`src/rtl/ssf_cfg.svh`:
```
`ifndef SSF_CFG_SVH
`define SSF_CFG_SVH

`define SSF_FANOUT_DEFAULT 2
`define SSF_GATE_DEFAULT 1
`define SSF_DATA_W_DEFAULT 8
`define SSF_SYMBOL_W_DEFAULT 8
`define SSF_PACKETS_DEFAULT 0
`define SSF_CHANNEL_DEFAULT 0
`define SSF_CHANNEL_W_DEFAULT 1
`define SSF_MAX_CHAN_DEFAULT 1
`define SSF_ERROR_DEFAULT 0
`define SSF_ERROR_W_DEFAULT 1

`define SSF_OFF_CTRL 12'h000
`define SSF_OFF_STATUS 12'h004
`define SSF_OFF_BEATS 12'h008
`define SSF_CTRL_CLR_BIT 0
`define SSF_STAT_INVALID_BIT 0
`define SSF_STAT_INREADY_BIT 1
`define SSF_STAT_OUTREADY_LSB 16
`define SSF_RDATA_RESET 32'h0000_0000
`define SSF_BEATS_RESET 32'h0000_0000

`endif

```
`src/rtl/ssf_pkg.sv`:
```
`default_nettype none

package ssf_pkg;

    typedef enum logic [1:0] {
        SSF_REG_CTRL,
        SSF_REG_STATUS,
        SSF_REG_BEATS,
        SSF_REG_NONE
    } ssf_reg_t;

    typedef struct packed {
        logic [31:0] rdata;
        logic ready;
        logic slverr;
        logic [31:0] beats;
    } ssf_state_t;

    typedef struct packed {
        logic sel;
        logic enable;
        logic write;
        logic [11:0] addr;
        logic [31:0] wdata;
    } ssf_apb_req_t;

    typedef struct packed {
        logic [31:0] rdata;
        logic ready;
        logic slverr;
    } ssf_apb_rsp_t;

endpackage : ssf_pkg

`default_nettype wire

```
`src/rtl/ssf_splitter_fanout.sv`:
```
// Operation
// - Input ready is the AND of every output ready.
// - With gating on, any output dropping ready drops valid on all the other outputs.
// - With gating off, every output valid is a plain copy of input valid.
// - Splitting, ready combining and valid gating are combinational with no added latency.
// - The output count is a build-time parameter from 1 to 16, default 2.
// - The valid gating option is a build-time parameter of 0 or 1, default 1.
// - The data width is a build-time parameter from 1 to 512, default 8.
// - The symbol width is a build-time parameter from 1 to 512, default 8.
// - With packets enabled, start, end and empty are copied to every output.
// - An optional channel signal of 0 to 8 bits for up to 255 channels is copied when enabled.
// - An optional error signal of 0 to 31 bits is copied when enabled, zero width meaning none.
// - Every input signal except valid and ready appears unchanged on each output; packet, channel and error signals only when enabled.
// - The clock only names the domain; the stream path holds no storage on it. The APB registers and the beat count are clocked on ref_clk.
//
// Added by the designer: the APB interface to the registers and the placing of the registers.
`timescale 1ns/1ps
`default_nettype none
`include "ssf_cfg.svh"

module ssf_splitter_fanout #(
    parameter int FANOUT_COUNT = `SSF_FANOUT_DEFAULT,
    parameter int QUALIFY_VALID = `SSF_GATE_DEFAULT,
    parameter int DATA_WIDTH = `SSF_DATA_W_DEFAULT,
    parameter int BITS_PER_SYMBOL = `SSF_SYMBOL_W_DEFAULT,
    parameter int USE_PACKETS = `SSF_PACKETS_DEFAULT,
    parameter int USE_CHANNEL = `SSF_CHANNEL_DEFAULT,
    parameter int CHANNEL_WIDTH = `SSF_CHANNEL_W_DEFAULT,
    parameter int MAX_CHANNELS = `SSF_MAX_CHAN_DEFAULT,
    parameter int USE_ERROR = `SSF_ERROR_DEFAULT,
    parameter int ERROR_WIDTH = `SSF_ERROR_W_DEFAULT,
    localparam int CHAN_W = (CHANNEL_WIDTH < 1) ? 1 : CHANNEL_WIDTH,
    localparam int ERR_W = (ERROR_WIDTH < 1) ? 1 : ERROR_WIDTH,
    localparam int SYMS = (DATA_WIDTH / BITS_PER_SYMBOL < 1) ? 1 : DATA_WIDTH / BITS_PER_SYMBOL,
    localparam int EMPTY_W = (SYMS < 2) ? 1 : $clog2(SYMS)
) (
    // Clock and reset
    input wire logic ref_clk,
    input wire logic rst,
    // APB slave
    input wire logic psel,
    input wire logic penable,
    input wire logic pwrite,
    input wire logic [11:0] paddr,
    input wire logic [31:0] pwdata,
    output logic [31:0] prdata,
    output logic pready,
    output logic pslverr,
    // Stream sink side
    input wire logic inValid,
    output logic inReady,
    input wire logic [DATA_WIDTH-1:0] inData,
    input wire logic inStartOfPacket,
    input wire logic inEndOfPacket,
    input wire logic [EMPTY_W-1:0] inEmpty,
    input wire logic [CHAN_W-1:0] inChannel,
    input wire logic [ERR_W-1:0] inError,
    // Stream source side, one lane per output
    output logic [FANOUT_COUNT-1:0] outValid,
    input wire logic [FANOUT_COUNT-1:0] outReady,
    output logic [FANOUT_COUNT-1:0][DATA_WIDTH-1:0] outData,
    output logic [FANOUT_COUNT-1:0] outStartOfPacket,
    output logic [FANOUT_COUNT-1:0] outEndOfPacket,
    output logic [FANOUT_COUNT-1:0][EMPTY_W-1:0] outEmpty,
    output logic [FANOUT_COUNT-1:0][CHAN_W-1:0] outChannel,
    output logic [FANOUT_COUNT-1:0][ERR_W-1:0] outError
);
    import ssf_pkg::*;

    localparam bit HAS_CHAN = (USE_CHANNEL == 1) && (CHANNEL_WIDTH > 0);
    localparam bit HAS_ERR = (USE_ERROR == 1) && (ERROR_WIDTH > 0);

    // Build-time ranges; a bad setting stops elaboration
    if (FANOUT_COUNT < 1 || FANOUT_COUNT > 16)
    begin : g_bad_fanout
        $error("fanout count out of range");
    end
    if (QUALIFY_VALID != 0 && QUALIFY_VALID != 1)
    begin : g_bad_gate
        $error("valid gating option out of range");
    end
    if (DATA_WIDTH < 1 || DATA_WIDTH > 512)
    begin : g_bad_data
        $error("data width out of range");
    end
    if (BITS_PER_SYMBOL < 1 || BITS_PER_SYMBOL > 512)
    begin : g_bad_symbol
        $error("symbol width out of range");
    end
    if (CHANNEL_WIDTH < 0 || CHANNEL_WIDTH > 8 || MAX_CHANNELS < 0 || MAX_CHANNELS > 255)
    begin : g_bad_chan
        $error("channel setting out of range");
    end
    if (ERROR_WIDTH < 0 || ERROR_WIDTH > 31)
    begin : g_bad_err
        $error("error width out of range");
    end
    // Each option flag is a plain switch
    if (USE_PACKETS > 1 || USE_PACKETS < 0 || USE_CHANNEL > 1 || USE_CHANNEL < 0)
    begin : g_bad_flags
        $error("packet or channel option out of range");
    end
    if (USE_ERROR > 1 || USE_ERROR < 0)
    begin : g_bad_err_flag
        $error("error option out of range");
    end

    function automatic ssf_reg_t ssfDecode(input logic [11:0] addr);
        case (addr)
            `SSF_OFF_CTRL: ssfDecode = SSF_REG_CTRL;
            `SSF_OFF_STATUS: ssfDecode = SSF_REG_STATUS;
            `SSF_OFF_BEATS: ssfDecode = SSF_REG_BEATS;
            default: ssfDecode = SSF_REG_NONE;
        endcase
    endfunction : ssfDecode

    // Stream path stays combinational; registering it would add a cycle of latency
    logic allReady;
    logic gatedValid;
    assign allReady = &outReady;
    assign gatedValid = (QUALIFY_VALID == 1) ? (inValid & allReady) : inValid;
    assign inReady = allReady;

    always_comb
    begin
        for (int i = 0; i < FANOUT_COUNT; i++)
        begin
            outValid[i] = gatedValid;
            outData[i] = inData;
            outStartOfPacket[i] = (USE_PACKETS == 1) ? inStartOfPacket : 1'b0;
            outEndOfPacket[i] = (USE_PACKETS == 1) ? inEndOfPacket : 1'b0;
            outEmpty[i] = (USE_PACKETS == 1) ? inEmpty : '0;
            outChannel[i] = HAS_CHAN ? inChannel : '0;
            outError[i] = HAS_ERR ? inError : '0;
        end
    end

    // Observation registers sit beside the stream path, never in it
    ssf_state_t state_q;
    ssf_state_t state_d;
    ssf_apb_req_t req;
    ssf_reg_t hit;
    logic access;
    logic beatTaken;

    assign req = '{sel: psel, enable: penable, write: pwrite, addr: paddr, wdata: pwdata};
    assign hit = ssfDecode(req.addr);
    assign access = req.sel & req.enable & ~state_q.ready;
    assign beatTaken = inValid & allReady;

    always_comb
    begin
        state_d = state_q;
        state_d.ready = access;
        state_d.slverr = access & (hit == SSF_REG_NONE);
        state_d.rdata = `SSF_RDATA_RESET;
        if (beatTaken)
        begin
            state_d.beats = state_q.beats + 32'h0000_0001;
        end
        // A clear that meets a new beat still counts that beat
        if (access && req.write && hit == SSF_REG_CTRL && req.wdata[`SSF_CTRL_CLR_BIT])
        begin
            state_d.beats = beatTaken ? 32'h0000_0001 : `SSF_BEATS_RESET;
        end
        if (access && !req.write)
        begin
            case (hit)
                SSF_REG_STATUS:
                begin
                    state_d.rdata[`SSF_STAT_INVALID_BIT] = inValid;
                    state_d.rdata[`SSF_STAT_INREADY_BIT] = allReady;
                    state_d.rdata[`SSF_STAT_OUTREADY_LSB +: FANOUT_COUNT] = outReady;
                end
                SSF_REG_BEATS: state_d.rdata = state_q.beats;
                default: state_d.rdata = `SSF_RDATA_RESET;
            endcase
        end
    end

    always_ff @(posedge ref_clk)
    begin
        if (rst)
        begin
            state_q <= '{rdata: `SSF_RDATA_RESET, ready: 1'b0, slverr: 1'b0,
                beats: `SSF_BEATS_RESET};
        end
        else
        begin
            state_q <= state_d;
        end
    end

    assign prdata = state_q.rdata;
    assign pready = state_q.ready;
    assign pslverr = state_q.slverr;

    // Checks
    ready_and_a: assert property (@(posedge ref_clk) disable iff (rst)
        inReady == &outReady)
        else $error("input ready is not the AND of output readies");

    gate_drop_a: assert property (@(posedge ref_clk) disable iff (rst)
        (QUALIFY_VALID == 1 && !(&outReady)) |-> (outValid == '0))
        else $error("valid not dropped under backpressure");

    plain_copy_a: assert property (@(posedge ref_clk) disable iff (rst)
        (QUALIFY_VALID == 0) |-> (outValid == {FANOUT_COUNT{inValid}}))
        else $error("ungated valid differs from input valid");

    same_cycle_a: assert property (@(posedge ref_clk) disable iff (rst)
        $rose(inValid) && (&outReady) |-> (&outValid))
        else $error("valid did not follow input in the same cycle");

    gated_eq_a: assert property (@(posedge ref_clk) disable iff (rst)
        (QUALIFY_VALID == 1) |-> (outValid == {FANOUT_COUNT{inValid & (&outReady)}}))
        else $error("gated valid is wrong");

    data_copy_a: assert property (@(posedge ref_clk) disable iff (rst)
        outData == {FANOUT_COUNT{inData}})
        else $error("output data differs from input data");

    packet_copy_a: assert property (@(posedge ref_clk) disable iff (rst)
        (USE_PACKETS == 1) |-> (outStartOfPacket == {FANOUT_COUNT{inStartOfPacket}}
        && outEndOfPacket == {FANOUT_COUNT{inEndOfPacket}}
        && outEmpty == {FANOUT_COUNT{inEmpty}}))
        else $error("packet signals not copied");

    chan_copy_a: assert property (@(posedge ref_clk) disable iff (rst)
        outChannel == (HAS_CHAN ? {FANOUT_COUNT{inChannel}} : '0))
        else $error("channel not copied");

    err_copy_a: assert property (@(posedge ref_clk) disable iff (rst)
        outError == (HAS_ERR ? {FANOUT_COUNT{inError}} : '0))
        else $error("error not copied");

    beat_count_a: assert property (@(posedge ref_clk) disable iff (rst)
        beatTaken && !access |=> state_q.beats == $past(state_q.beats) + 32'h0000_0001)
        else $error("accepted beat not counted");

    apb_answer_a: assert property (@(posedge ref_clk) disable iff (rst)
        psel && !penable ##1 psel && penable |-> ##[0:1] pready)
        else $error("APB access not answered");

    packet_off_a: assert property (@(posedge ref_clk) disable iff (rst)
        (USE_PACKETS != 1) |-> (outStartOfPacket == '0 && outEndOfPacket == '0
        && outEmpty == '0))
        else $error("packet signals driven while packets are off");

    ready_drop_a: assert property (@(posedge ref_clk) disable iff (rst)
        (outReady != '1) |-> !inReady)
        else $error("input ready high while an output stalls");

    ready_rise_a: assert property (@(posedge ref_clk) disable iff (rst)
        (&outReady) |-> inReady)
        else $error("input ready low while every output is ready");

    ungated_stall_a: assert property (@(posedge ref_clk) disable iff (rst)
        (QUALIFY_VALID == 0 && inValid && outReady != '1) |-> (&outValid))
        else $error("ungated valid dropped under backpressure");

    // Register side: one answer per access, data only while it stands
    ready_pulse_a: assert property (@(posedge ref_clk) disable iff (rst)
        pready |=> !pready)
        else $error("bus answer held longer than one cycle");

    err_with_ready_a: assert property (@(posedge ref_clk) disable iff (rst)
        pslverr |-> pready)
        else $error("error flag without an answer");

    rdata_idle_a: assert property (@(posedge ref_clk) disable iff (rst)
        !pready |-> (prdata == '0))
        else $error("read data shown outside an answer");

    beats_read_a: assert property (@(posedge ref_clk) disable iff (rst)
        access && !pwrite && hit == SSF_REG_BEATS |=> prdata == $past(state_q.beats))
        else $error("beat count read back wrong");

    status_read_a: assert property (@(posedge ref_clk) disable iff (rst)
        access && !pwrite && hit == SSF_REG_STATUS
        |=> prdata[`SSF_STAT_INREADY_BIT] == $past(inReady)
        && prdata[`SSF_STAT_INVALID_BIT] == $past(inValid))
        else $error("status read back wrong");

    clear_idle_a: assert property (@(posedge ref_clk) disable iff (rst)
        access && pwrite && hit == SSF_REG_CTRL && pwdata[`SSF_CTRL_CLR_BIT] && !beatTaken
        |=> state_q.beats == `SSF_BEATS_RESET)
        else $error("clear did not empty the beat count");

    clear_beat_a: assert property (@(posedge ref_clk) disable iff (rst)
        access && pwrite && hit == SSF_REG_CTRL && pwdata[`SSF_CTRL_CLR_BIT] && beatTaken
        |=> state_q.beats == 32'h0000_0001)
        else $error("beat lost when it met a clear");

    beat_hold_a: assert property (@(posedge ref_clk) disable iff (rst)
        !beatTaken && !access |=> $stable(state_q.beats))
        else $error("beat count moved without a beat");

    beat_c: cover property (@(posedge ref_clk) disable iff (rst) inValid && inReady);
    stall_c: cover property (@(posedge ref_clk) disable iff (rst)
        inValid && !inReady ##1 inValid && inReady);
    read_c: cover property (@(posedge ref_clk) disable iff (rst) pready && !pwrite && !pslverr);
    bad_addr_c: cover property (@(posedge ref_clk) disable iff (rst) pready && pslverr);
    clear_c: cover property (@(posedge ref_clk) disable iff (rst)
        access && pwrite && hit == SSF_REG_CTRL);

endmodule : ssf_splitter_fanout

`default_nettype wire

```
`config.mk`:
```
export PLATFORM = sky130hd
export DESIGN_NAME = ssf_splitter_fanout
export DESIGN_NICKNAME = d
export VERILOG_FILES = /design/src/rtl/ssf_pkg.sv /design/src/rtl/ssf_splitter_fanout.sv
export VERILOG_INCLUDE_DIRS = /design/src /design/src/rtl
export SDC_FILE = /design/constraint.sdc
export NUM_CORES = 1
export LEC_CHECK = 0
export ABC_AREA = 1
export BUFFER_PORTS_ARGS = -buffer_cell sky130_fd_sc_hd__buf_2
export CAP_MARGIN = 20
export CELL_PAD_IN_SITES_DETAIL_PLACEMENT = 1
export CELL_PAD_IN_SITES_GLOBAL_PLACEMENT = 2
export CORE_ASPECT_RATIO = 0.9
export CORE_MARGIN = 2
export CORE_UTILIZATION = 29
export DETAILED_ROUTE_END_ITERATION = 10
export GPL_ROUTABILITY_DRIVEN = 0
export PLACE_DENSITY = 0.86
export SLEW_MARGIN = 20
export SYNTH_ARGS = -nofsm -noshare
export SYNTH_HDL_FRONTEND = slang
export SYNTH_SLANG_ARGS = --single-unit
```
`constraint.sdc`:
```
create_clock -name ref_clk -period 4.8 [get_ports ref_clk]
set_clock_uncertainty 0.15 [all_clocks]
set_input_delay 0 -clock ref_clk [delete_from_list [all_inputs] [get_ports ref_clk]]
set_output_delay 0 -clock ref_clk [all_outputs]
set_load 0.02 [all_outputs]
```
==> results.cfg <==
[status]
outcome = complete, no violations

[worst_setup_path]
worst_path_largest_cell_delay_ns = 0.56
cp_data_required_time_ns = 4.92
worst-path-max-fanout = 4
crit_path_end_kind = flip-flop
reg2regPathDepth = 10
worst_ep_arrival_time_ns = 2.51
rrSetupSlack_ns = 2.75
path_class = input port to flip-flop
worstPathCellList = dlygate4sd3_1 > buf_2 > nand2_1 > dlygate4sd3_1 > nor2_1 > inv_1 > nor2_1 > nand3b_1 > a21oi_1 > dlygate4sd3_1
cpMaxStageDelayCell = dlygate4sd3_1
cp_common_cell = dlygate4sd3_1
critPathLaunchType = input port

[cts]
clock_latency_ns = 0.33
h-tree-depth = 3
cts-resized-gates = 0
clk_pin_slew_worst_paths_ns = 0.05
cts_setup_buffers = 0
numCtsBuffers = 9
cts_tree = done
cts_root_buffer = clkbuf_16
cts_hold_buf = 19
cts.path.max_buffers = 2
clock_sinks = 66

[timing]
setup_tns_ns = 0
worst_pin_slew_ns = 0.8264
slew_headroom_pct = 44.85
setup_ws_ns = 2.415
fin_crit_sh_pct = 49.69
hold_violations = 0
fmax_ghz = 0.4193
finalSetupViolations = 0
rsz0062_at_grt = false
post-route-min-period_ns = 2.385
slew_violations = 0

[synth]
synthTopCellsByArea = dfxtp_1 (36%), buf_4 (13%), nand2_1 (8.9%)
yosys_warnings = 0
synth_top_family_by_area = simple AND/OR/NAND/NOR gates
synth_largest_type_area_fraction_pct = 36.23
yosysTopAreaCell = dfxtp_1
synth.ff_latch_count = 66
synthMuxAreaShare_pct = 0
yosysSeqAreaShare_pct = 36.23
netlist_area_um2 = 3647
avgSynthCellArea_um2 = 7.194
syn-instance-count = 507
synth_compound_area_share_pct = 5.729
post_synth_fa_ha_maj_area_fraction_pct = 1.372
synthXorXnorAreaFrac_pct = 0.9605
ys_types = 31
yosys.area_share.simple_pct = 34.65

[die]
rows = 38
dieArea_um2 = 13490
die_w_um = 122.2
start_util_pct = 29.97
fp.dieH_um = 110.4
core_area_um2 = 12170
boundaryPins = 128

[global_routing]
track_usage_pct = 14.66
gr-total-overflow = 0
grt_pass1_vias = 3238
antenna_found_initial = 0
grt_pass1_wl_um = 15480
grt_max_degree = 29

[power_and_ir_drop]
pwr-share-comb_pct = 5.2
seqPwrFrac_pct = 43.5
p_switching_mw = 0.2835
irDropWorstVdd_mv = 0.1408
p_clk_share_pct = 51.2
swShare_pct = 22.40
internal_power_mw = 0.9819
powerDensity_nw_per_um2 = 306.1
p_leak_nw = 1.684

[worst_hold_path]
hold_class = input port to flip-flop
holdPathStages = 6

[drt]
vias_per_cell = 4.433
drt.antenna.violating_nets = 0
drt-initial-drc-count = 93
vias = 3094
dr.pass1.iters = 4
remaining_drc_errors = 0
routed_wl_um = 9209
routedWlPerCell_um = 13.19

[place]
hpwl_um = 6765
portBuffers = 57
dp_slack_ns = 2.731

[job]
max_cap_violations = 0

[finish]
drive_gt1_share_pct = 23.05
fin_nets = 603
synthToLayoutAreaGrowth_pct = 13.34
antenna_cells = 0
## critical path, delay by kind of cell
kind / cells / cell delay, ns
AOI/OAI and AO/OA: 1 / 0.16
and+or+nand+nor: 4 / 0.55
buffers and inverters: 5 / 1.79
## placed cells by master, fill, tap and decap left out, types with 3 or more instances in the layout
master         netlist  layout
a21oi_1             17      17
a21oi_2             11      11
buf_2                5      57
clkbuf_16            0       9
conb_1               1      10
dfxtp_1             66      66
dlygate4sd3_1        0      19
ha_1                 4       4
inv_1               65      65
inv_2                3       3
nand2_1             86      86
nand2_2             14      14
nand3_1             43      43
nand3_2              4       4
nand4_1              8       8
nor2_1              74      74
nor2_2               9       9
nor2_4               8       8
nor3_1               8       8
xor2_1               4       4
## metrics by stage
stage	total power, mW	util [%]	std cells	hold slack [ns]	cell area, um2
after floorplan	0.6188	-	516	-0.04563	3681
after global placement	0.6070	30.05	664	-0.1498	3657
after detailed placement	0.6085	30.05	664	-0.1498	3657
after CTS	1.282	33.96	698	0.2484	4134
after global routing	1.321	33.96	698	0.3004	4134
final	1.265	33.96	698	0.2467	4134
## worst paths after layout
| check | startpoint | to |
|---|---|---|
| setup reg to reg | state_q[0] | state_q[26] |
| setup / recovery | penable | prdata[17] |
| hold reg to reg | state_q[26] | prdata[26] |
| hold / removal | pwdata[0] | state_q[0] |
## area by class of cell
| class | count | area [um2] |
|---|---|---|
| timing repair buffer | 76 | 475.5 |
| fill | 1542 | 8038 |
| clock inverter | 3 | 40.04 |
| tap | 160 | 200.2 |
| multi-input combinational | 313 | 1595 |
| clock buffer | 12 | 246.5 |
| sequential | 66 | 1321 |
| inverter | 68 | 255.2 |
## cell families (layout without fill, tap and decap cells)
kind of cell	after synthesis	count (layout)
XOR/XNOR	4	4
AND/OR/NAND/NOR	262	262
AO/OA/AOI/OAI	33	33
other	1	10
buffers and inverters	137	159
flip-flops	66	66
adder cells (fa/ha/maj)	4	4
## state kept, by name (all words and copies together) (netlist names)
| signal | cells |
|---|---|
| prdata | 32 |
| state_q | 32 |
| pready | 1 |
| pslverr | 1 |
## synthesized netlist by cell type
cell type and number:
nand4_1 8, nand2_1 86, o21ai_1 2, nand2_4 2, nor2_1 74, a21oi_2 11
xor2_1 4, ha_1 4, nand3_1 43, buf_4 61, dfxtp_1 66, conb_1 1
nand3_4 1, nor3_1 8, nor3b_1 1, buf_6 2, a21oi_1 17, nand3b_1 1
nor3_2 1, buf_2 5, nor4_1 1, inv_1 65, nor2_4 8, o21ai_0 2
nand2_2 14, nor2_2 9, clkbuf_1 1, nor3b_2 1, o211ai_1 1, nand3_2 4
inv_2 3
## power groups by stage
stage	logic [mW]	clock network, mW	registers [mW]
floorplan	0.0558	0	0.563
global placement	0.0445	0	0.562
detailed placement	0.0459	0	0.563
CTS	0.0664	0.665	0.551
global route	0.0718	0.699	0.550
finish	0.0662	0.648	0.551
## metal layers
metal	wire (um)	up-vias	GRT usage, %
met5	0	-	0
met4	150	0	6.979
met3	444	9	3.344
met2	4005	80	23.06
met1	4609	1444	19.04
li1	-	1561	-
(Power assumes the default switching activity.)
